`config.mk`:
```
export PLATFORM = sky130hd
export DESIGN_NAME = cdc_top
export DESIGN_NICKNAME = d
export VERILOG_FILES = /design/src/cdc_pkg.sv /design/src/cdc_channel.sv /design/src/cdc_top.sv
export SDC_FILE = /design/constraint.sdc
export NUM_CORES = 1
export LEC_CHECK = 0
export ABC_AREA = 1
export BUFFER_PORTS_ARGS = -buffer_cell sky130_fd_sc_hd__buf_2
export CORE_AREA = 2 2 108 110
export CTS_BUF_LIST = sky130_fd_sc_hd__clkbuf_8
export DETAILED_ROUTE_END_ITERATION = 10
export DIE_AREA = 0 0 110 112
export PLACE_DENSITY = 0.8
export REMOVE_ABC_BUFFERS = 1
export SYNTH_ARGS = -nofsm -noshare
export SYNTH_HDL_FRONTEND = slang
export SYNTH_HIERARCHICAL = 1
export SYNTH_SLANG_ARGS = --single-unit
```
`constraint.sdc`:
```
create_clock -name CORE_CLK -period 1.65 [get_ports CORE_CLK]
set_input_delay 0.33 -clock CORE_CLK [delete_from_list [all_inputs] [get_ports CORE_CLK]]
set_output_delay 0.33 -clock CORE_CLK [all_outputs]
set_load 0.1 [all_outputs]
```
`src/cdc_pkg.sv`:
```
// Constants for the four-channel comparator reference control block.
// Shared by the register top and the per-channel slice.
package cdc_pkg;
  localparam int NUM_CMP = 4;
  localparam int ADDR_W = 16;
  localparam int DATA_W = 16;
  localparam int CODE_W = 10;
  // Register byte offsets
  localparam logic [15:0] CTRL1_OFS = 16'h04C0;
  localparam logic [15:0] CODE1_OFS = 16'h04C2;
  localparam logic [15:0] CTRL2_OFS = 16'h04C4;
  localparam logic [15:0] CODE2_OFS = 16'h04C6;
  localparam logic [15:0] CTRL3_OFS = 16'h04C8;
  localparam logic [15:0] CODE3_OFS = 16'h04CA;
  localparam logic [15:0] CTRL4_OFS = 16'h04CC;
  localparam logic [15:0] CODE4_OFS = 16'h04CE;
  localparam logic [15:0] BASE_OFS = 16'h04C0;
  localparam logic [15:0] LAST_OFS = 16'h04CE;
  // Control field positions
  localparam int ENABLE_BIT = 15;
  localparam int IDLE_STOP_BIT = 13;
  localparam int INPUT_SELECT_HI = 7;
  localparam int INPUT_SELECT_LO = 6;
  localparam int EXTERNAL_REFERENCE_SELECT_BIT = 5;
  localparam int STATE_BIT = 3;
  localparam int POL_BIT = 1;
  localparam int RANGE_BIT = 0;
  // Reset values
  localparam logic [15:0] CTRL_RST = 16'h0000;
  localparam logic [15:0] CODE_RST = 16'h0000;
  // Input pin codes
  localparam logic [1:0] SEL_PIN_A = 2'h0;
  localparam logic [1:0] SEL_PIN_B = 2'h1;
  localparam logic [1:0] SEL_PIN_C = 2'h2;
  localparam logic [1:0] SEL_PIN_D = 2'h3;
  // DAC step divisor
  localparam int DAC_STEPS = 1024;
endpackage : cdc_pkg

```
`src/cdc_channel.sv`:
```
// One comparator channel: control and reference code registers, output shaping.
// Assumes a synchronised raw comparator level and single-cycle write strobes.
`timescale 1ns/10ps
module cdc_channel
  import cdc_pkg::*;
(
  input wire logic clk,
  input wire logic rst,
  input wire logic wr_ctrl,
  input wire logic wr_code,
  input wire logic [15:0] wdata,
  input wire logic idle_halt,
  input wire logic raw_out,
  output logic enable,
  output logic idle_stop,
  output logic run,
  output logic [1:0] input_select,
  output logic [3:0] pin_sel,
  output logic ext_ref,
  output logic pol,
  output logic range_hi,
  output logic [9:0] code,
  output logic state
);
  typedef struct packed {
    logic en;
    logic idl;
    logic [1:0] sel;
    logic ext;
    logic pol;
    logic rng;
    logic [9:0] code;
    logic run;
    logic [3:0] pins;
    logic st;
  } cdc_ch_t;
  cdc_ch_t s_q, s_d;

  // ----------------------------------------
  // Next state
  // ----------------------------------------
  always_comb begin
    s_d = s_q;
    if (wr_ctrl) begin
      s_d.en = wdata[ENABLE_BIT];
      s_d.idl = wdata[IDLE_STOP_BIT];
      s_d.sel = wdata[INPUT_SELECT_HI:INPUT_SELECT_LO];
      s_d.ext = wdata[EXTERNAL_REFERENCE_SELECT_BIT];
      s_d.pol = wdata[POL_BIT];
      s_d.rng = wdata[RANGE_BIT];
    end
    if (wr_code) begin
      s_d.code = wdata[CODE_W-1:0];
    end
    // Run only when enabled and not halted by idle
    s_d.run = s_d.en && !idle_halt;
    unique case (s_d.sel)
      SEL_PIN_A: s_d.pins = 4'h1;
      SEL_PIN_B: s_d.pins = 4'h2;
      SEL_PIN_C: s_d.pins = 4'h4;
      SEL_PIN_D: s_d.pins = 4'h8;
    endcase
    // Polarity applied; reads zero while not running
    s_d.st = s_q.run ? (raw_out ^ s_q.pol) : 1'b0;
    if (rst) begin
      s_d = '0;
      s_d.pins = 4'h1;
    end
  end

  // ----------------------------------------
  // State register
  // ----------------------------------------
  always_ff @(posedge clk) begin
    s_q <= s_d;
  end

  assign enable = s_q.en;
  assign idle_stop = s_q.idl;
  assign run = s_q.run;
  assign input_select = s_q.sel;
  assign pin_sel = s_q.pins;
  assign ext_ref = s_q.ext;
  assign pol = s_q.pol;
  assign range_hi = s_q.rng;
  assign code = s_q.code;
  assign state = s_q.st;
endmodule : cdc_channel

```
`src/cdc_top.sv`:
```
// Register set for four comparator channels with 10-bit reference DACs.
// Assumes a single-cycle strobe register port and raw comparator outputs from the analog side.
// Function
// - Enable bit 15 turns comparator on; zero keeps it off in low power.
// - Idle-stop bit 13 set in any channel halts all comparators during idle; zero in all four keeps them running.
// - Bits 7-6 pick input pin A, B, C or D.
// - Bit 5 feeds the DAC from external reference; zero uses internal.
// - Bit 1 inverts output; bit 3 reads output after polarity.
// - Bit 0 selects high DAC range; zero selects low range.
// - Ten-bit code sets DAC output as code times full scale over 1024.
//
// Our own choice: strobed register access.
`timescale 1ns/10ps
module cdc_top
  import cdc_pkg::*;
(
  input wire logic CORE_CLK,
  input wire logic RST,
  input wire logic [cdc_pkg::ADDR_W-1:0] ADDR,
  input wire logic [cdc_pkg::DATA_W-1:0] WDATA,
  input wire logic WR,
  input wire logic RD,
  output logic [cdc_pkg::DATA_W-1:0] RDATA,
  input wire logic IDLE_MODE,
  input wire logic [3:0] CMP_RAW,
  output logic [3:0] CMP_ENABLE,
  output logic [3:0] CMP_RUN,
  output logic [7:0] INPUT_SELECT,
  output logic [15:0] INPUT_PIN_SEL,
  output logic [3:0] EXT_REF_SEL,
  output logic [3:0] OUT_POLARITY,
  output logic [3:0] RANGE_HIGH,
  output logic [39:0] REF_CODE,
  output logic [3:0] OUTPUT_STATE
);
  typedef struct packed {
    logic [3:0] raw_m;
    logic [3:0] raw_s;
    logic idle_m;
    logic idle_s;
    logic [15:0] rdata;
  } cdc_top_t;
  cdc_top_t s_q, s_d;

  logic [3:0] wr_ctrl;
  logic [3:0] wr_code;
  logic [3:0] en_w;
  logic [3:0] idl_w;
  logic [3:0] ext_w;
  logic [3:0] pol_w;
  logic [3:0] rng_w;
  logic [3:0] st_w;
  logic [7:0] sel_w;
  logic [39:0] code_w;
  logic idle_halt;
  logic hit;
  logic [2:0] idx;

  // ----------------------------------------
  // Address decode
  // ----------------------------------------
  assign hit = (ADDR >= BASE_OFS) && (ADDR <= LAST_OFS) && (ADDR[0] == 1'b0);
  assign idx = 3'(ADDR[3:1]);
  // Any channel with idle-stop set halts all of them while idle
  assign idle_halt = s_q.idle_s && (|idl_w);

  // ----------------------------------------
  // Channel slices
  // ----------------------------------------
  genvar g;
  generate
    for (g = 0; g < NUM_CMP; g++) begin : g_ch
      assign wr_ctrl[g] = WR && hit && (idx == 3'(2 * g));
      assign wr_code[g] = WR && hit && (idx == 3'(2 * g + 1));
      cdc_channel u_ch (
        .clk(CORE_CLK),
        .rst(RST),
        .wr_ctrl(wr_ctrl[g]),
        .wr_code(wr_code[g]),
        .wdata(WDATA),
        .idle_halt(idle_halt),
        .raw_out(s_q.raw_s[g]),
        .enable(en_w[g]),
        .idle_stop(idl_w[g]),
        .run(CMP_RUN[g]),
        .input_select(sel_w[2*g+1:2*g]),
        .pin_sel(INPUT_PIN_SEL[4*g+3:4*g]),
        .ext_ref(ext_w[g]),
        .pol(pol_w[g]),
        .range_hi(rng_w[g]),
        .code(code_w[10*g+9:10*g]),
        .state(st_w[g])
      );
    end
  endgenerate

  // ----------------------------------------
  // Next state: synchronisers and read data
  // ----------------------------------------
  always_comb begin
    s_d = s_q;
    s_d.raw_m = CMP_RAW;
    s_d.raw_s = s_q.raw_m;
    s_d.idle_m = IDLE_MODE;
    s_d.idle_s = s_q.idle_m;
    s_d.rdata = '0;
    if (RD && hit) begin
      if (idx[0] == 1'b0) begin
        s_d.rdata[ENABLE_BIT] = en_w[idx[2:1]];
        s_d.rdata[IDLE_STOP_BIT] = idl_w[idx[2:1]];
        s_d.rdata[INPUT_SELECT_HI:INPUT_SELECT_LO] = sel_w[2*idx[2:1] +: 2];
        s_d.rdata[EXTERNAL_REFERENCE_SELECT_BIT] = ext_w[idx[2:1]];
        s_d.rdata[STATE_BIT] = st_w[idx[2:1]];
        s_d.rdata[POL_BIT] = pol_w[idx[2:1]];
        s_d.rdata[RANGE_BIT] = rng_w[idx[2:1]];
      end else begin
        s_d.rdata[CODE_W-1:0] = code_w[10*idx[2:1] +: 10];
      end
    end
    if (RST) begin
      s_d = '0;
    end
  end

  // ----------------------------------------
  // State register
  // ----------------------------------------
  always_ff @(posedge CORE_CLK) begin
    s_q <= s_d;
  end

  // Channel outputs come straight from slice flip-flops
  assign RDATA = s_q.rdata;
  assign CMP_ENABLE = en_w;
  assign INPUT_SELECT = sel_w;
  assign EXT_REF_SEL = ext_w;
  assign OUT_POLARITY = pol_w;
  assign RANGE_HIGH = rng_w;
  assign REF_CODE = code_w;
  assign OUTPUT_STATE = st_w;
endmodule : cdc_top

```
==> out/metrics.csv, run 1 <==
stage,metric,value,unit
logic_synthesis,Yosys warnings,6,
logic_synthesis,Synth top area share,47.6,%
worst_setup_path,Worst path top cell family by delay,buffers and inverters,
drt,first-iteration detailed-routing DRC count,433,
die,Std-Cell Rows,39,
timing,final hold vios,0,
cts,H-tree lvl count,4,
global_routing,largest net degree at the start of global routing,37,
worst_setup_path,crit-path max FO,3,
drt,Vias/cell,4.87,
worst_setup_path,crit-path cells,buf_2,
logic_synthesis,largest area contributor in the netlist,dfxtp_1,
final_layout,"Area growth, synth to finish",26.9,%
power_and_ir_drop,Pwr Total,5890,uW
place,# port buffers,136,
drt,via count,4792,
timing,Slew headroom,60.0,%
timing,max frequency,621,MHz
die,full die area,0.0123,sq mm
worst_setup_path,crit start category,flop,
worst_setup_path,worst reg2reg startpoint,g_ch[1].u_ch/idle_stop$_SDFFE_PP0P_,
worst_setup_path,critical path type,flop to primary output,
timing,minimum clock period,1610,ps
final_layout,final core occ,54.4,%
hold_path,min-delay src,CMP_RAW[3],
logic_synthesis,Mapped Cells,676,
worst_setup_path,Reg2Reg Setup Slack,460,ps
cts,clock buffer depth,2,
worst_setup_path,Worst Path Buf+Inv,1,
hold_path,class of the worst hold path,primary input to flop,
global_routing,GRT met2 Usage,34.2,%
drt,total wire length,13600,um
global_routing,gr usage total,22.8,%
die,IO Pins,145,
final_layout,Nets,868,
logic_synthesis,Syn Area/Cell,7.09,sq um
hold_path,cell count of the worst hold path,3,
global_routing,met3 Use GR,6.67,%
cts,Worst-Skew Late Latency,440,ps
logic_synthesis,Seq cells post-synth,114,
global_routing,GRT overflow,0,
global_routing,met1 Use GR,29.8,%
status,outcome,completed,
die,Die Wd,110,um
die,Starting Density,42.9,%
power_and_ir_drop,leakage power figure,0.00330,uW
drt,first drt pass iteration count,6,
global_routing,GRT busiest layer,met2,
place,pre-CTS setup slack,-67.0,ps
timing,final worst slack,40.9,ps
timing,Setup Skew,9.19,ps
cts,cts bufs inserted,17,
timing,Final Max Slew Viols,0,
timing,unrepaired setup endpoints after global routing,no,
global_routing,first-pass GRT wire length,21600,um
cts,clock root cell,clkbuf_8,
cts,CTS Sinks,114,
global_routing,vias in the first global route,4364,
die,Die Height,112,um
timing,Final Setup Violations,0,
die,core area,0.0112,sq mm
worst_setup_path,Worst Setup End Kind,primary output,
logic_synthesis,post-synthesis cell type count,23,
place,GPL Wtd Cong,0.890,
job,Max Cap Viol,0,
logic_synthesis,Post-Syn Area,0.00479,sq mm
final_layout,share of cells above drive strength 1,26.4,%
global_routing,initial antenna violation count,0,
place,dpl hpwl,9850,um
drt,DRC violations left,0,
worst_setup_path,Worst Reg-to-Reg Cells,3,
cts,clk slew on worst S/H paths,80,ps
power_and_ir_drop,worst vdd ir,0.549,mV
worst_setup_path,Slowest Stage Delay on Critical Path,450,ps
worst_setup_path,R2R Path End,g_ch[0].u_ch/run$_SDFF_PP0_,
cts,CTS tree,done,
logic_synthesis,"Seq/Total Area, Yosys",47.6,%
timing,Tcrit/Tclk final,97.5,%
final_layout,diodes inserted,0,
drt,post-route ant nets,0,
logic_synthesis,"top cells by area, synth","dfxtp_1 (48%), nor2_1 (15%), inv_1 (7.6%), o21ai_0 (7.3%), nand2_1 (5.9%)",
worst_setup_path,crit path DAT,1280,ps
timing,Slew @ Worst Pin,594,ps
cts,Hold Buf Count CTS,0,
hold_path,WHS Endpoint,s_q[25]$_SDFF_PP0_,
worst_setup_path,Worst Path Required,1320,ps
worst_setup_path,"Slowest-stage cell, CP",buf_2,
drt,routed len/inst,13.8,um
final_layout,FILL cells,1033,
power_and_ir_drop,pwr dens,967,mW/mm^2
-- stage by stage --
stage               cell area (sq um)  TNS, ps  cells  hold slack, ps
global placement                 5640     -234    951             390
detailed placement               5640     -908    951             395
CTS                              6070        0    983            68.5
finish                           6080        0    983            89.3
global route                     6080        0    983            73.3
floorplan                        4540    -1630    642             388
-- where the power goes --
part	internal [uW]	switching, uW
Combinational	102	250
Clock	1550	1210
Sequential	2760	3.64
-- state kept, by name, summed over array words and instances, names as in the netlist, 8 cells and up --
register                flops
g_ch.u_ch/pin_sel          16
g_ch.u_ch/code             40
RDATA                      12
g_ch.u_ch/input_select      8
s_q                        10
-- layout by cell type, fill, tap and decap left out, types with 4 or more instances in the layout --
cell type    n
a21oi_1      8
buf_2      128
buf_4       32
clkbuf_4     5
clkbuf_8    18
conb_1       4
dfxtp_1    114
inv_1       97
inv_2       11
inv_6        4
nand2_1     75
nand3_1     38
nand3_2      6
nor2_1     188
o21ai_0     70
o21ai_1     16
o22ai_1      6
-- worst reg2reg max path, stage by stage, from the launching register on --
cell and delay (ps):
dfxtp_1 380, nor3_1 70, a21boi_0 480, nor2_1 120
-- timing repair --
action / CTS / global route
resized for setup: 3 / 5
setup buffers: 0 / 0
pin swaps: 0 / 0
setup endpoints to repair: 3 / 5
-- worst max path at each step --
stage                                            startpoint  cells after the start                            endpoint
finish              g_ch[2].u_ch/input_select[1]$_SDFF_PP0_                      1                     INPUT_SELECT[5]
global route              g_ch[3].u_ch/code[7]$_SDFFE_PP0P_                      1                        REF_CODE[37]
CTS                           g_ch[3].u_ch/pol$_SDFFE_PP0P_                      1                     OUT_POLARITY[3]
detailed placement                                  ADDR[0]                     14  g_ch[1].u_ch/pin_sel[0]$_SDFF_PP1_
global placement                                    ADDR[0]                     14  g_ch[3].u_ch/pin_sel[0]$_SDFF_PP1_
floorplan                                           ADDR[0]                     10   g_ch[1].u_ch/code[2]$_SDFFE_PP0P_
-- cells by family (layout without fill, tap and decap cells) --
family	Yosys count	in the layout	synth area share, %
flops	114	114	47.6
compound gates	101	101	10.8
buf+inv	145	306	14.0
simple gates	315	315	27.6
other cells	1	4	0.0782
-- Yosys cell counts, drive strengths merged --
| cell type | instances |
|---|---|
| a21oi | 8 |
| conb | 1 |
| o22ai | 6 |
| o21ai | 86 |
| a21boi | 1 |
| buf | 36 |
| nor3 | 1 |
| inv | 108 |
| dfxtp | 114 |
| nand2 | 76 |
| nand3 | 45 |
| nor2 | 193 |
| clkbuf | 1 |
-- cell type report --
class	instances	area (sq um)	area share, %
flip-flops and latches	114	2280	37.5
well taps	143	179	2.94
clock inverters	14	179	2.94
inverters	108	405	6.66
clock buffers	18	248	4.07
multi-input cells	420	1850	30.4
repair buffers	166	938	15.4
-- per-layer routing --
metal  up-vias  wire length (um)
li1       2363                 -
met1      2148              5770
met2       245              6150
met3        36              1240
met4         0               423
met5         -                 0
Power figures use the tool's default switching activity.
==> run 2, diff against run 1 <==
--- a/config.mk
+++ b/config.mk
@@ -13,6 +13,7 @@
 export DIE_AREA = 0 0 110 112
 export PLACE_DENSITY = 0.8
 export REMOVE_ABC_BUFFERS = 1
+export SETUP_SLACK_MARGIN = 0.3
 export SYNTH_ARGS = -nofsm -noshare
 export SYNTH_HDL_FRONTEND = slang
 export SYNTH_HIERARCHICAL = 1
==> run 2 against run 1 <==
  * Utilization grew 16 points
  * Global-route usage increased by 4.1 points
  * Maximum frequency increased by 14%
  * Cell count increased by 1.1%
  * Worst hold slack worse by 11 ps
  * Cell area up 30%
  * Combinational power rose by 8.8%
  * Sequential power decreased by 3%
  * Via count rose by 12%
  * Wire length increased by 30%
  * Critical path type is now primary input to flop
  * Critical endpoint is now g_ch[1].u_ch/code[9]$_SDFFE_PP0P_
  * Largest power group is now clock
==> out/metrics.csv, run 2 (synthesis results as in run 1) <==
stage,metric,value,unit,change
final_layout,Finished Layout Cells,994,,was 983
timing,unrepaired setup endpoints after global routing,yes,,was no
final_layout,max reg flops,40,,unchanged
final_layout,area of the multi-input gates,0.00196,sq mm,was 0.00185 sq mm
place,Placed Area,0.00564,sq mm,unchanged
job,Max Cap Viol,0,,unchanged
worst_setup_path,critical path type,primary input to flop,,was flop to primary output
die,Std-Cell Rows,39,,unchanged
final_layout,share of cells above drive strength 1,41.2,%,was 26.4%
timing,Slew @ Worst Pin,606,ps,was 594 ps
timing,minimum clock period,1410,ps,was 1610 ps
timing,Tcrit/Tclk final,85.3,%,was 97.5%
timing,Setup Skew,8.19,ps,was 9.19 ps
worst_setup_path,crit start category,primary input,,was flop
cts,CTS Sinks,114,,unchanged
power_and_ir_drop,Sw Pwr,1550,uW,was 1470 uW
drt,total wire length,17700,um,was 13600 um
timing,setup_tns,0,ps,unchanged
global_routing,gr usage total,26.9,%,was 22.8%
place,# port buffers,136,,unchanged
cts,cts bufs inserted,17,,unchanged
timing,max frequency,710,MHz,was 621 MHz
drt,first drt pass iteration count,6,,unchanged
global_routing,initial antenna violation count,1,,was 0
power_and_ir_drop,worst vdd ir,0.635,mV,was 0.549 mV
cts,clk slew on worst S/H paths,70,ps,was 80 ps
power_and_ir_drop,pwr dens,745,mW/mm^2,was 967 mW/mm^2
place,GPL Wtd Cong,0.890,,unchanged
timing,Final Max Slew Viols,0,,unchanged
final_layout,FILL cells,692,,was 1033
die,full die area,0.0123,sq mm,unchanged
die,IO Pins,145,,unchanged
worst_setup_path,crit-path max FO,4,,was 3
timing,final worst slack,242,ps,was 40.9 ps
drt,post-route ant nets,0,,unchanged
cts,CTS tree,done,,unchanged
timing,final hold vios,0,,unchanged
die,Die Wd,110,um,unchanged
global_routing,GRT overflow,0,,unchanged
power_and_ir_drop,Comb pwr share,6.5,%,was 6.0%
hold_path,class of the worst hold path,primary input to flop,,unchanged
drt,first-iteration detailed-routing DRC count,592,,was 433
final_layout,"Area growth, synth to finish",65.2,%,was 26.9%
final_layout,Final Cell Area,0.00792,sq mm,was 0.00608 sq mm
power_and_ir_drop,sequential power share,45.7,%,was 47.0%
final_layout,most frequent cells in the layout,"nor2_1 (175), buf_12 (94), inv_1 (92)",,"was nor2_1 (188), buf_2 (128), dfxtp_1 (114)"
cts,clock buffer depth,2,,unchanged
power_and_ir_drop,P_int,4350,uW,was 4420 uW
worst_setup_path,Worst Setup End Kind,flop,,was primary output
final_layout,Reg area,0.00249,sq mm,was 0.00228 sq mm
place,dpl hpwl,9850,um,unchanged
worst_setup_path,crit path DAT,1750,ps,was 1280 ps
timing,Final Setup Violations,0,,unchanged
worst_setup_path,Worst Path Required,1990,ps,was 1320 ps
power_and_ir_drop,leakage power figure,0.00367,uW,was 0.00330 uW
global_routing,vias in the first global route,4919,,was 4364
final_layout,final core occ,70.9,%,was 54.4%
final_layout,"commonest non-fill, non-tap cell in the layout",nor2_1,,unchanged
cts,Hold Buf Count CTS,0,,unchanged
timing,Slew headroom,59.3,%,was 60.0%
place,Inst Count DP,951,,unchanged
drt,routed len/inst,17.8,um,was 13.8 um
status,outcome,completed,,unchanged
power_and_ir_drop,Clock Power Share,47.8,%,was 47.0%
drt,DRC violations left,0,,unchanged
final_layout,Nets,878,,was 868
global_routing,first-pass GRT wire length,25500,um,was 21600 um
drt,Vias/cell,5.38,,was 4.87
die,Starting Density,42.9,%,unchanged
cts,Worst-Skew Late Latency,450,ps,was 440 ps
power_and_ir_drop,sw frac,26.3,%,was 24.9%
cts,H-tree lvl count,4,,unchanged
global_routing,largest net degree at the start of global routing,37,,unchanged
die,core area,0.0112,sq mm,unchanged
cts,clock root cell,clkbuf_8,,unchanged
drt,via count,5347,,was 4792
die,Die Height,112,um,unchanged
place,pre-CTS setup slack,-67.0,ps,unchanged
## run 2: changes by cell type in the layout (fill, tap and decap cells not counted), sizes merged
cell / before / now
clkbuf: 23 / 18
diode: 0 / 1
buf: 161 / 176
## run 2: layout make-up
type                    instances  area share [%]
flip-flops and latches        114            31.4
repair buffers                176            31.0
multi-input cells             420            24.7
inverters                     108            5.18
clock buffers                  18            3.13
clock inverters                14            2.26
well taps                     143            2.26
diodes                          1          0.0316
## run 2: power groups by stage
stage	Clock, uW	Combinational [uW]	Sequential [uW]
global route	2960	410	2700
detailed placement	0	343	2830
CTS	2820	345	2750
global placement	0	340	2830
finish	2820	383	2700
floorplan	0	180	2830
## run 2: repair_timing
| action | CTS | global route |
|---|---|---|
| hold endpoints to repair | 0 | 0 |
| resized for setup | 445 | 115 |
| setup buffers | 1 | 9 |
| endpoints found under the setup margin | 100 | 112 |
| pin swaps | 0 | 15 |
## run 2: worst max-delay path, stage by stage
cell,delay (ps)
buf_2,110
inv_2,50
nand2_2,50
nor2_2,110
nand2_2,90
nor2_8,180
nand3_4,130
nor2_2,200
buf_4,170
o21ai_0,110
nor2_1,220
## run 2: path summary, 6_finish.rpt
path / startpoint / to / slack, ps / cells past startpoint
min: CMP_RAW[3] / s_q[25]$_SDFF_PP0_ / 80 / 3
min reg2reg: s_q[25]$_SDFF_PP0_ / s_q[21]$_SDFF_PP0_ / 410 / 2
max reg2reg: g_ch[1].u_ch/idle_stop$_SDFFE_PP0P_ / g_ch[1].u_ch/run$_SDFF_PP0_ / 440 / 3
max: ADDR[13] / g_ch[1].u_ch/code[9]$_SDFFE_PP0P_ / 240 / 11
## run 2: metal layers
layer  vias up  track usage, %  share of wire (%)
li1       2404               -                  -
met1      2435            32.4                 35
met2       388            42.8                 48
met3       120            6.97                9.9
met4         0            15.5                7.0
met5         -               0                  0
## run 2: metrics by stage
stage	total power (uW)	hold slack, ps
final	5900	78.2
after global routing	6070	80.8
after CTS	5910	68.5
after detailed placement	3170	395
after global placement	3170	390
after floorplan	3010	388
